<file path="config.mk">
export PLATFORM = sky130hd
export DESIGN_NAME = bcmcw_core
export DESIGN_NICKNAME = d
export VERILOG_FILES = /design/src/verilog/bcmcw_pkg.sv /design/src/verilog/bcmcw_core.sv
export SDC_FILE = /design/constraint.sdc
export NUM_CORES = 1
export LEC_CHECK = 0
export ABC_AREA = 1
export BUFFER_PORTS_ARGS = -buffer_cell sky130_fd_sc_hd__buf_4
export CAP_MARGIN = 20
export CORE_UTILIZATION = 45
export DETAILED_ROUTE_END_ITERATION = 10
export PLACE_DENSITY = 0.69
export SLEW_MARGIN = 25
export SYNTH_ARGS = -nofsm -noshare
export SYNTH_HDL_FRONTEND = slang
export SYNTH_SLANG_ARGS = --single-unit
</file>
<file path="constraint.sdc">
create_clock -name pclk -period 2.1 [get_ports pclk]
set_input_delay 0.21 -clock pclk [delete_from_list [all_inputs] [get_ports pclk]]
set_output_delay 0.21 -clock pclk [all_outputs]
set_load 0.02 [all_outputs]
</file>
<file path="src/verilog/bcmcw_pkg.sv">
package bcmcw_pkg;
  localparam int ADDR_W = 8;
  // register byte offsets
  localparam logic [7:0] OFS_CFG = 8'h00;
  localparam logic [7:0] OFS_CTRL = 8'h04;
  localparam logic [7:0] OFS_CMD = 8'h08;
  localparam logic [7:0] OFS_START = 8'h0C;
  localparam logic [7:0] OFS_STAT = 8'h10;
  localparam logic [7:0] OFS_LOOPW = 8'h14;
  // controller configuration fields
  localparam int CFG_RETRY_GLOBAL = 12;
  localparam int CFG_RETRY_FLAGGED = 8;
  localparam int CFG_TB32 = 1;
  localparam int CFG_MASK_MODE = 0;
  // control word fields
  localparam int CW_RETRY_REQ = 8;
  localparam int CW_BUS_A = 7;
  localparam int CW_LOOPBACK = 6;
  localparam int CW_BCR_MASK = 5;
  // received status word field
  localparam int SW_BCR = 4;
  // status register fields
  localparam int ST_BUSY = 0;
  localparam int ST_DONE = 1;
  localparam int ST_LOOP_FAIL = 8;
  localparam int ST_STATUS_SET = 3;
  localparam int ST_RETRIED = 4;
  localparam int ST_BUS_A = 5;
  localparam int LOOPW_HI = 31;
  localparam int LOOPW_LO = 16;
  localparam logic [31:0] CFG_RST = 32'h0000_0000;
  localparam logic [31:0] CTRL_RST = 32'h0000_0000;
  localparam logic [15:0] CMD_RST = 16'h0000;
  localparam logic [15:0] LOOPW_RST = 16'h0000;
  localparam logic [31:0] RDATA_RST = 32'h0000_0000;
  localparam int MAX_RETRY_DEF = 1;

  typedef struct packed {
    logic valid;
    logic timeout;
    logic format_err;
    logic [15:0] word;
  } bcmcw_rsp_t;

  typedef struct packed {
    logic valid;
    logic bus_a_en;
    logic bus_b_en;
    logic loop_en;
    logic loop_bus_a;
    logic [15:0] word;
  } bcmcw_enc_t;

  typedef struct packed {
    logic retry_req;
    logic bus_a;
    logic loopback;
    logic bcr_mask;
  } bcmcw_ctl_t;
endpackage : bcmcw_pkg

</file>
<file path="src/verilog/bcmcw_core.sv">
// Behaviour
// retry on timeout or format error when enabled
// also retry on status set if flagged-enabled
// bus select bit one means bus A
// loopback message never drives either bus
// loopback feeds encoded word into selected decoder
// loopback result reported in loop-fail flag
// 16-bit time base stores looped word
// 32-bit time base stores time tag high
// mask mode treats bit as mask
// mask zero and bit4 set flags status
// mask one ignores received bit4
// expected mode bit holds expected bit4
// expected mode mismatch flags, match ignored
// control bits latched at message start
//
// The placing of the registers and the APB slave port are this design's own decisions.
`timescale 1ns/1ps
module bcmcw_core #(
  parameter int MAX_RETRY = bcmcw_pkg::MAX_RETRY_DEF
) (
  input wire logic pclk,
  input wire logic presetn,
  input wire logic psel,
  input wire logic penable,
  input wire logic pwrite,
  input wire logic [bcmcw_pkg::ADDR_W-1:0] paddr,
  input wire logic [31:0] pwdata,
  output logic [31:0] prdata,
  output logic pready,
  output logic pslverr,
  input wire bcmcw_pkg::bcmcw_rsp_t rsp,
  input wire logic [31:0] time_tag,
  output bcmcw_pkg::bcmcw_enc_t enc
);
  typedef enum logic [1:0] {S_IDLE, S_SEND, S_WAIT, S_EVAL} bcmcw_state_t;

  if (MAX_RETRY < 1 || MAX_RETRY > 7)
  begin : g_max_retry_range
    $error("MAX_RETRY must be 1 to 7");
  end

  // broadcast-received contribution to the status-set decision
  function automatic logic bcr_status_set(input logic mode, input logic mbit, input logic rbit);
    bcr_status_set = mode ? (~mbit & rbit) : (mbit ^ rbit);
  endfunction : bcr_status_set

  logic [31:0] cfg_ff, nxt_cfg;
  logic [31:0] ctrl_ff, nxt_ctrl;
  logic [15:0] cmd_ff, nxt_cmd;
  logic [15:0] loopw_ff, nxt_loopw;
  logic [31:0] prdata_ff, nxt_prdata;
  bcmcw_state_t state_ff, nxt_state;
  bcmcw_pkg::bcmcw_ctl_t ctl_ff, nxt_ctl;
  logic [2:0] retries_ff, nxt_retries;
  logic done_ff, nxt_done;
  logic loop_fail_ff, nxt_loop_fail;
  logic sset_ff, nxt_sset;
  logic retried_ff, nxt_retried;
  logic timeout_ff, nxt_timeout;
  logic fmt_ff, nxt_fmt;
  logic [15:0] rxw_ff, nxt_rxw;
  bcmcw_pkg::bcmcw_enc_t enc_ff, nxt_enc;

  logic acc, wr, mapped, start;
  logic sset_now, err_now, retry_now, fail_now;

  assign acc = psel & penable;
  assign wr = acc & pwrite;
  assign pready = 1'b1;
  assign mapped = paddr inside {bcmcw_pkg::OFS_CFG, bcmcw_pkg::OFS_CTRL, bcmcw_pkg::OFS_CMD,
    bcmcw_pkg::OFS_START, bcmcw_pkg::OFS_STAT, bcmcw_pkg::OFS_LOOPW};
  assign pslverr = acc & ~mapped;
  assign start = wr & (paddr == bcmcw_pkg::OFS_START) & pwdata[0] & (state_ff == S_IDLE);
  assign enc = enc_ff;
  assign prdata = prdata_ff;

  // read data is registered at the setup edge, so it stands for the whole access cycle
  always_comb
  begin
    nxt_prdata = 32'h0000_0000;
    case (paddr)
      bcmcw_pkg::OFS_CFG: nxt_prdata = cfg_ff;
      bcmcw_pkg::OFS_CTRL: nxt_prdata = ctrl_ff;
      bcmcw_pkg::OFS_CMD: nxt_prdata = {16'h0000, cmd_ff};
      bcmcw_pkg::OFS_STAT:
      begin
        nxt_prdata[bcmcw_pkg::ST_BUSY] = (state_ff != S_IDLE);
        nxt_prdata[bcmcw_pkg::ST_DONE] = done_ff;
        nxt_prdata[bcmcw_pkg::ST_LOOP_FAIL] = loop_fail_ff;
        nxt_prdata[bcmcw_pkg::ST_STATUS_SET] = sset_ff;
        nxt_prdata[bcmcw_pkg::ST_RETRIED] = retried_ff;
        nxt_prdata[bcmcw_pkg::ST_BUS_A] = ctl_ff.bus_a;
      end
      bcmcw_pkg::OFS_LOOPW: nxt_prdata = {16'h0000, loopw_ff};
      default: nxt_prdata = 32'h0000_0000;
    endcase
  end

  // decision terms from the captured response
  always_comb
  begin
    sset_now = bcr_status_set(cfg_ff[bcmcw_pkg::CFG_MASK_MODE], ctl_ff.bcr_mask,
      rxw_ff[bcmcw_pkg::SW_BCR]);
    err_now = timeout_ff | fmt_ff;
    retry_now = ctl_ff.retry_req & cfg_ff[bcmcw_pkg::CFG_RETRY_GLOBAL] & ~ctl_ff.loopback
      & (retries_ff != 3'(MAX_RETRY))
      & (err_now | (cfg_ff[bcmcw_pkg::CFG_RETRY_FLAGGED] & sset_now));
    fail_now = err_now | (rxw_ff != cmd_ff);
  end

  always_comb
  begin
    nxt_cfg = cfg_ff;
    nxt_ctrl = ctrl_ff;
    nxt_cmd = cmd_ff;
    if (wr && paddr == bcmcw_pkg::OFS_CFG)
    begin
      nxt_cfg = pwdata;
    end
    if (wr && paddr == bcmcw_pkg::OFS_CTRL)
    begin
      nxt_ctrl = pwdata;
    end
    if (wr && paddr == bcmcw_pkg::OFS_CMD)
    begin
      nxt_cmd = pwdata[15:0];
    end
  end

  always_comb
  begin
    nxt_state = state_ff;
    nxt_ctl = ctl_ff;
    nxt_retries = retries_ff;
    nxt_done = done_ff;
    nxt_loop_fail = loop_fail_ff;
    nxt_sset = sset_ff;
    nxt_retried = retried_ff;
    nxt_timeout = timeout_ff;
    nxt_fmt = fmt_ff;
    nxt_rxw = rxw_ff;
    nxt_loopw = loopw_ff;
    nxt_enc = enc_ff;
    nxt_enc.valid = 1'b0;
    case (state_ff)
      S_IDLE:
      begin
        nxt_enc = '0;
        if (start)
        begin
          nxt_ctl.retry_req = ctrl_ff[bcmcw_pkg::CW_RETRY_REQ];
          nxt_ctl.bus_a = ctrl_ff[bcmcw_pkg::CW_BUS_A];
          nxt_ctl.loopback = ctrl_ff[bcmcw_pkg::CW_LOOPBACK];
          nxt_ctl.bcr_mask = ctrl_ff[bcmcw_pkg::CW_BCR_MASK];
          nxt_retries = 3'h0;
          nxt_done = 1'b0;
          nxt_retried = 1'b0;
          nxt_state = S_SEND;
        end
      end
      S_SEND:
      begin
        nxt_enc.valid = 1'b1;
        nxt_enc.word = cmd_ff;
        nxt_enc.bus_a_en = ~ctl_ff.loopback & ctl_ff.bus_a;
        nxt_enc.bus_b_en = ~ctl_ff.loopback & ~ctl_ff.bus_a;
        nxt_enc.loop_en = ctl_ff.loopback;
        nxt_enc.loop_bus_a = ctl_ff.bus_a;
        nxt_state = S_WAIT;
      end
      S_WAIT:
      begin
        if (rsp.valid || rsp.timeout || rsp.format_err)
        begin
          nxt_timeout = rsp.timeout;
          nxt_fmt = rsp.format_err;
          nxt_rxw = rsp.word;
          nxt_state = S_EVAL;
        end
      end
      S_EVAL:
      begin
        nxt_enc = '0;
        if (retry_now)
        begin
          nxt_retries = retries_ff + 3'h1;
          nxt_retried = 1'b1;
          nxt_state = S_SEND;
        end
        else
        begin
          nxt_sset = sset_now & ~err_now;
          nxt_loop_fail = ctl_ff.loopback & fail_now;
          if (ctl_ff.loopback)
          begin
            nxt_loopw = cfg_ff[bcmcw_pkg::CFG_TB32]
              ? time_tag[bcmcw_pkg::LOOPW_HI:bcmcw_pkg::LOOPW_LO]
              : rxw_ff;
          end
          nxt_done = 1'b1;
          nxt_state = S_IDLE;
        end
      end
      default: nxt_state = S_IDLE;
    endcase
  end

  always_ff @(posedge pclk or negedge presetn)
  begin
    if (!presetn)
    begin
      cfg_ff <= bcmcw_pkg::CFG_RST;
      ctrl_ff <= bcmcw_pkg::CTRL_RST;
      cmd_ff <= bcmcw_pkg::CMD_RST;
      loopw_ff <= bcmcw_pkg::LOOPW_RST;
      prdata_ff <= bcmcw_pkg::RDATA_RST;
      state_ff <= S_IDLE;
      ctl_ff <= '0;
      retries_ff <= 3'h0;
      done_ff <= 1'b0;
      loop_fail_ff <= 1'b0;
      sset_ff <= 1'b0;
      retried_ff <= 1'b0;
      timeout_ff <= 1'b0;
      fmt_ff <= 1'b0;
      rxw_ff <= 16'h0000;
      enc_ff <= '0;
    end
    else
    begin
      cfg_ff <= nxt_cfg;
      ctrl_ff <= nxt_ctrl;
      cmd_ff <= nxt_cmd;
      loopw_ff <= nxt_loopw;
      prdata_ff <= nxt_prdata;
      state_ff <= nxt_state;
      ctl_ff <= nxt_ctl;
      retries_ff <= nxt_retries;
      done_ff <= nxt_done;
      loop_fail_ff <= nxt_loop_fail;
      sset_ff <= nxt_sset;
      retried_ff <= nxt_retried;
      timeout_ff <= nxt_timeout;
      fmt_ff <= nxt_fmt;
      rxw_ff <= nxt_rxw;
      enc_ff <= nxt_enc;
    end
  end
endmodule : bcmcw_core

</file>
==> impl_metrics.json, run 1 <==
{
  "critPathKind": "reg -> reg",
  "clkPwrFrac_pct": 36.2,
  "die-width_um": 133,
  "syn_nets": 1008,
  "r2r_end": "retries_ff[0]",
  "overflow": 0,
  "post_cts_resized": 0,
  "status": "finished clean",
  "vias_per_cell": 4.99,
  "setup_viol": 0,
  "synthFlopType": "dfrtp_1",
  "synth-edff-count": 0,
  "switching_share_pct": 29.2,
  "drive_gt1_share_pct": 18.4,
  "routed_wl_um": 19400,
  "reg2reg_depth": 8,
  "grt_pass1_wl_um": 31400,
  "antenna_cells": 0,
  "hp-start": "pwdata[27]",
  "async_reset_ff_share_pct": 100,
  "cts_inserted_buffers": 17,
  "power.total_mw": 9.45,
  "critPathArrivalTime_ps": 2140,
  "start_util_pct": 46.4,
  "irDropWorstVdd_uv": 595,
  "holdPathEnd": "ctrl_ff[27]",
  "min_path_cells": 3,
  "ys_types": 32,
  "r2r_slack_ps": 320,
  "grt_max_degree": 65,
  "vias": 6387,
  "path_max_fanout": 4,
  "drc": 0,
  "die_area_um2": 17800,
  "min_period_ps": 1780,
  "p_leak_nw": 5.01,
  "core_area_um2": 16700,
  "grt_pass1_vias": 6306,
  "worstSetupStartpointType": "register",
  "switchingPower_mw": 2.76,
  "nNetsFinal": 1152,
  "p_seq_share_pct": 43.9,
  "p_per_area_nw_per_um2": 966,
  "antenna_left": 0,
  "synth_common_cells": "nand2_1, dfrtp_1, inv_1",
  "cp_data_required_time_ps": 2460,
  "yosys_register_bits": 180,
  "fp-row-count": 47,
  "min_period_over_period_pct": 84.9,
  "cts_tree": "yes",
  "antenna_found_initial": 0,
  "ctsHtreeMaxLevel": 4,
  "grt_setup_unrepaired": "no",
  "path_clk_slew_ps": 70,
  "areaGrowthSynthToFinish_pct": 26.2,
  "wire_per_inst_um": 15.1,
  "netlist.area_leader.share_pct": 58.1,
  "synth_warnings": 0,
  "tightest_slew_ps": 642,
  "yosysTopAreaCell": "dfrtp_1",
  "p_int_mw": 6.69,
  "cts-root-buf": "clkbuf_16",
  "clk_latency_ps": 430,
  "die_y_um": 133,
  "synth_cells": 902,
  "dr.pass1.iters": 5,
  "yosysSeqAreaShare_pct": 58.1,
  "cp-end-kind": "register",
  "cts_num_sinks": 180,
  "synth_area_um2": 7750,
  "tns_ps": 0,
  "share_comb_of_total_power_pct": 19.9,
  "gp_congestion": 0.894,
  "drv_slew": 0,
  "grt_usage_pct": 22.9,
  "r2r-start": "rxw_ff[4]",
  "cts.path.max_buffers": 2,
  "fin_worst_skew_ps": 9.52,
  "slew_headroom_pct": 57.2,
  "max_freq_mhz": 561,
  "port_buffers": 133,
  "drt_iter0_drc": 439,
  "hp-class": "in -> reg",
  "synth.most_common_cell": "nand2_1",
  "hpwlAfterDp_um": 13700,
  "hold_violations": 0,
  "max_cap_violations": 0,
  "synth_top_cells_by_area": "dfrtp_1, nand2_1, o21ai_0, inv_1, a21oi_1",
  "io_pins": 151,
  "syn_area_per_cell_um2": 8.59
}
==> critical path, stage by stage (launching register included) <==
cell      delay (ps)
dfrtp_1          420
ha_1             270
o21ai_0          310
nand2_1           90
nand2_1           90
nand3_1          170
inv_1            180
nand3b_1         110
nand2_1           80
==> state kept, by name, summed over array words and instances (netlist names) <==
name,cells
cfg_ff,32
cmd_ff,16
retried_ff,1
fmt_ff,1
enc,21
rxw_ff,16
loop_fail_ff,1
sset_ff,1
timeout_ff,1
ctrl_ff,32
state_ff,2
prdata,32
ctl_ff,4
loopw_ff,16
done_ff,1
retries_ff,3
==> cells by family (layout without fill, tap and decap cells) <==
| family | count (synthesis) | after routing | share of synthesized area (%) |
|---|---|---|---|
| adder cells (fa/ha/maj) | 10 | 10 | 1.61 |
| AND/OR/NAND/NOR | 357 | 357 | 19.2 |
| flip-flops | 180 | 180 | 58.1 |
| AO/OA/AOI/OAI | 190 | 190 | 12.4 |
| other | 1 | 1 | 0.0484 |
| XOR/XNOR | 2 | 2 | 0.226 |
| buffers and inverters | 160 | 317 | 8.17 |
| multiplexers | 2 | 2 | 0.291 |
==> final cells by class <==
cell class                      count  area [µm²]
Fill cell                        1535        6920
Sequential cell                   180        4500
Multi-Input combinational cell    562        2610
Timing Repair Buffer              162        1280
Clock buffer                       21         470
Inverter                          123         462
Tap cell                          220         275
Clock inverter                     11         171
==> metal layers <==
layer | up-vias | wire [µm] | track usage, %
met1 | 3053 | 8550 | 30.6
met3 | 31 | 919 | 3.81
met4 | 0 | 401 | 8.96
met2 | 174 | 9480 | 37.5
li1 | 3129 | - | -
met5 | - | 0 | 0
==> through the flow <==
step | instances | hold slack, ps | utilization (%) | area (µm²) | setup slack (ps)
6_report | 1279 | 10.7 | 58.6 | 9780 | 316
5_1_grt | 1279 | 19.0 | 58.6 | 9780 | 128
4_1_cts | 1278 | 1.24 | 58.5 | 9770 | 344
3_5_place_dp | 1237 | 214 | 54.1 | 9040 | 392
3_3_place_gp | 1237 | 227 | 54.1 | 9040 | 430
2_1_floorplan | 902 | -85.6 | - | 7750 | 504
==> worst max-delay path by stage <==
stage,start,slack (ps),cells after the start,end
floorplan,paddr[0],500,7,pslverr
global placement,rxw_ff[4],430,9,retried_ff
detailed placement,state_ff[0],390,5,loopw_ff[0]
CTS,rxw_ff[4],340,8,retries_ff[0]
global route,rxw_ff[4],130,9,retries_ff[1]
finish,rxw_ff[4],320,8,retries_ff[0]
==> repair_timing <==
item,4_1_cts,5_1_grt
hold buffers,9,1
hold endpoints to repair,60,1
buffers inserted,0,0
==> layout by cell type, fill, tap and decap left out, drive strengths merged <==
cell	netlist	final
a21oi	48	48
buf	17	152
bufinv	0	4
clkbuf	20	21
clkinv	1	4
clkinvlp	0	2
conb	1	1
dfrtp	180	180
dlygate4sd3	0	10
ha	10	10
inv	122	124
mux2	2	2
nand2	252	252
nand3	29	29
nand3b	5	5
nand4	14	14
nor2	54	54
nor3	2	2
nor4	1	1
o211ai	1	1
o21ai	138	138
o22ai	1	1
o31ai	2	2
xnor2	1	1
xor2	1	1
==> power groups by stage <==
stage          sequential [mW]  clock (mW)  combinational, mW
6_report                  4.14        3.42               1.88
5_1_grt                   4.19        3.61               2.10
3_3_place_gp              4.19           0               1.83
2_1_floorplan             4.31           0              0.959
4_1_cts                   4.14        3.47               1.89
3_5_place_dp              4.20           0               1.86
Note: power is estimated with default switching activity, not from simulation.
==> inputs of run 2 (changes only) <==
Settings changed: PLACE_DENSITY 0.69 to 0.72.
Clock period 2.1 ns to 1.6 ns, I/O delays scaled along.
==> impl_metrics.json, run 2 (synthesis results as in run 1) <==
{
  "status": "complete, but fails checks",
  "violations": "negative hold slack",
  "cts-root-buf": "clkbuf_16",
  "die_area_um2": 17800,
  "p_per_area_nw_per_um2": 1170,
  "cts.path.max_buffers": 2,
  "start_util_pct": 46.4,
  "min_period_ps": 1520,
  "drv_slew": 0,
  "r2r_slack_ps": 80,
  "clk_latency_ps": 430,
  "fp-row-count": 47,
  "nFillCells": 1448,
  "setup_ws_ps": 77.9,
  "ctsHtreeMaxLevel": 4,
  "dr.pass1.iters": 5,
  "gp_congestion": 0.878,
  "drt_iter0_drc": 494,
  "crit_chain": "inv_1 > ha_1 > nand3_1 > buf_4 > o21ai_0",
  "layout_common_cells": "nand2_1, dfrtp_1, buf_4, inv_1, o21ai_0",
  "drive_gt1_share_pct": 19.1,
  "critPathKind": "reg -> reg",
  "overflow": 0,
  "r2r-start": "state_ff[0]",
  "cts_tree": "yes",
  "place_area_um2": 9220,
  "critPathMaxStageDelay_ps": 400,
  "hp-start": "rsp[5]",
  "die-width_um": 133,
  "fin_worst_skew_ps": 16.6,
  "power.total_mw": 12.0,
  "grt_setup_unrepaired": "yes",
  "irDropWorstVdd_uv": 947,
  "r2r_end": "ctl_ff[1]",
  "vias_per_cell": 5.04,
  "io_pins": 151,
  "cpLargestDelayFamily": "flip-flops",
  "cts_num_sinks": 180,
  "max_freq_mhz": 657,
  "worstSetupStartpointType": "register",
  "crit_buf_inv": 2,
  "antenna_left": 0,
  "hold_violations": 1,
  "setup_viol": 0,
  "reg2reg_depth": 5,
  "min_period_over_period_pct": 95.1,
  "cts_inserted_buffers": 17,
  "path_max_fanout": 6,
  "post-place-ws_ps": 15.9,
  "min_path_cells": 3,
  "hold_ws_ps": -9.56,
  "final_common_cell": "nand2_1",
  "core_area_um2": 16700,
  "holdPathEnd": "rxw_ff[5]",
  "crit_slowest_cell": "dfrtp_1",
  "cp_data_required_time_ps": 1920,
  "areaGrowthSynthToFinish_pct": 33.4,
  "design_area_um2": 10300,
  "grt_max_degree": 65,
  "antenna_cells": 0,
  "hpwlAfterDp_um": 14300,
  "nNetsFinal": 1216,
  "die_y_um": 133,
  "hp-class": "in -> reg",
  "wire_per_inst_um": 15.2,
  "drc": 0,
  "max_cap_violations": 0,
  "port_buffers": 133,
  "grt_pass1_vias": 6736,
  "grt_pass1_wl_um": 33300,
  "critPathArrivalTime_ps": 1840,
  "critPathLaunch": "state_ff[0]",
  "p_leak_nw": 5.26,
  "grt_usage_pct": 24.3,
  "vias": 6759,
  "cp-end-kind": "register",
  "routed_wl_um": 20500,
  "antenna_found_initial": 0,
  "path_clk_slew_ps": 70
}
[run 2: worst max path at each step]
| stage | endpoint | slack, ps | cells past startpoint |
|---|---|---|---|
| floorplan | pslverr | 100 | 7 |
| global placement | retried_ff | 60 | 9 |
| detailed placement | retries_ff[0] | 20 | 9 |
| CTS | retries_ff[0] | 70 | 9 |
| global route | retries_ff[2] | -20 | 9 |
| finish | ctl_ff[1] | 80 | 5 |
[run 2: timing repair]
action,4_1_cts,5_1_grt
resized for setup,1,3
gates cloned,0,0
setup buffers,0,0
hold buffers,57,0
hold endpoints to repair,150,0
setup endpoints to repair,1,8
[run 2: worst min-delay path, cell delays in order]
cell and delay [ps]:
buf_4 80, nor2_1 30, a21oi_1 110
[run 2: metrics by stage]
stage          std cells  setup TNS [ps]  util [%]
2_1_floorplan        902               0         -
3_3_place_gp        1254               0      55.2
3_5_place_dp        1254               0      55.2
4_1_cts             1342               0      61.8
5_1_grt             1342           -18.9      61.9
6_report            1342               0      61.9
[run 2: cell type report]
type | count | area, µm² | share of cell area (%)
clock inverter | 10 | 72.6 | 0.702
clock buffer | 21 | 470 | 4.55
inverter | 123 | 462 | 4.47
tap | 220 | 275 | 2.66
timing repair buffer | 226 | 1930 | 18.7
multi-input combinational | 562 | 2620 | 25.4
sequential | 180 | 4500 | 43.6
[run 2: layer usage]
layer / track usage, % / share of wire [%] / vias up / wire, µm
li1: - / - / 3260 / -
met1: 31.4 / 43 / 3262 / 8760
met2: 41.4 / 50 / 206 / 10200
met3: 4.41 / 5.3 / 31 / 1090
met4: 7.95 / 1.8 / 0 / 360
met5: 0 / 0 / - / 0
[run 2: where the power goes]
group | internal (mW) | switching (mW)
registers | 5.09 | 0.342
logic | 1.14 | 1.62
clock network | 2.11 | 1.74
total | 8.34 | 3.71
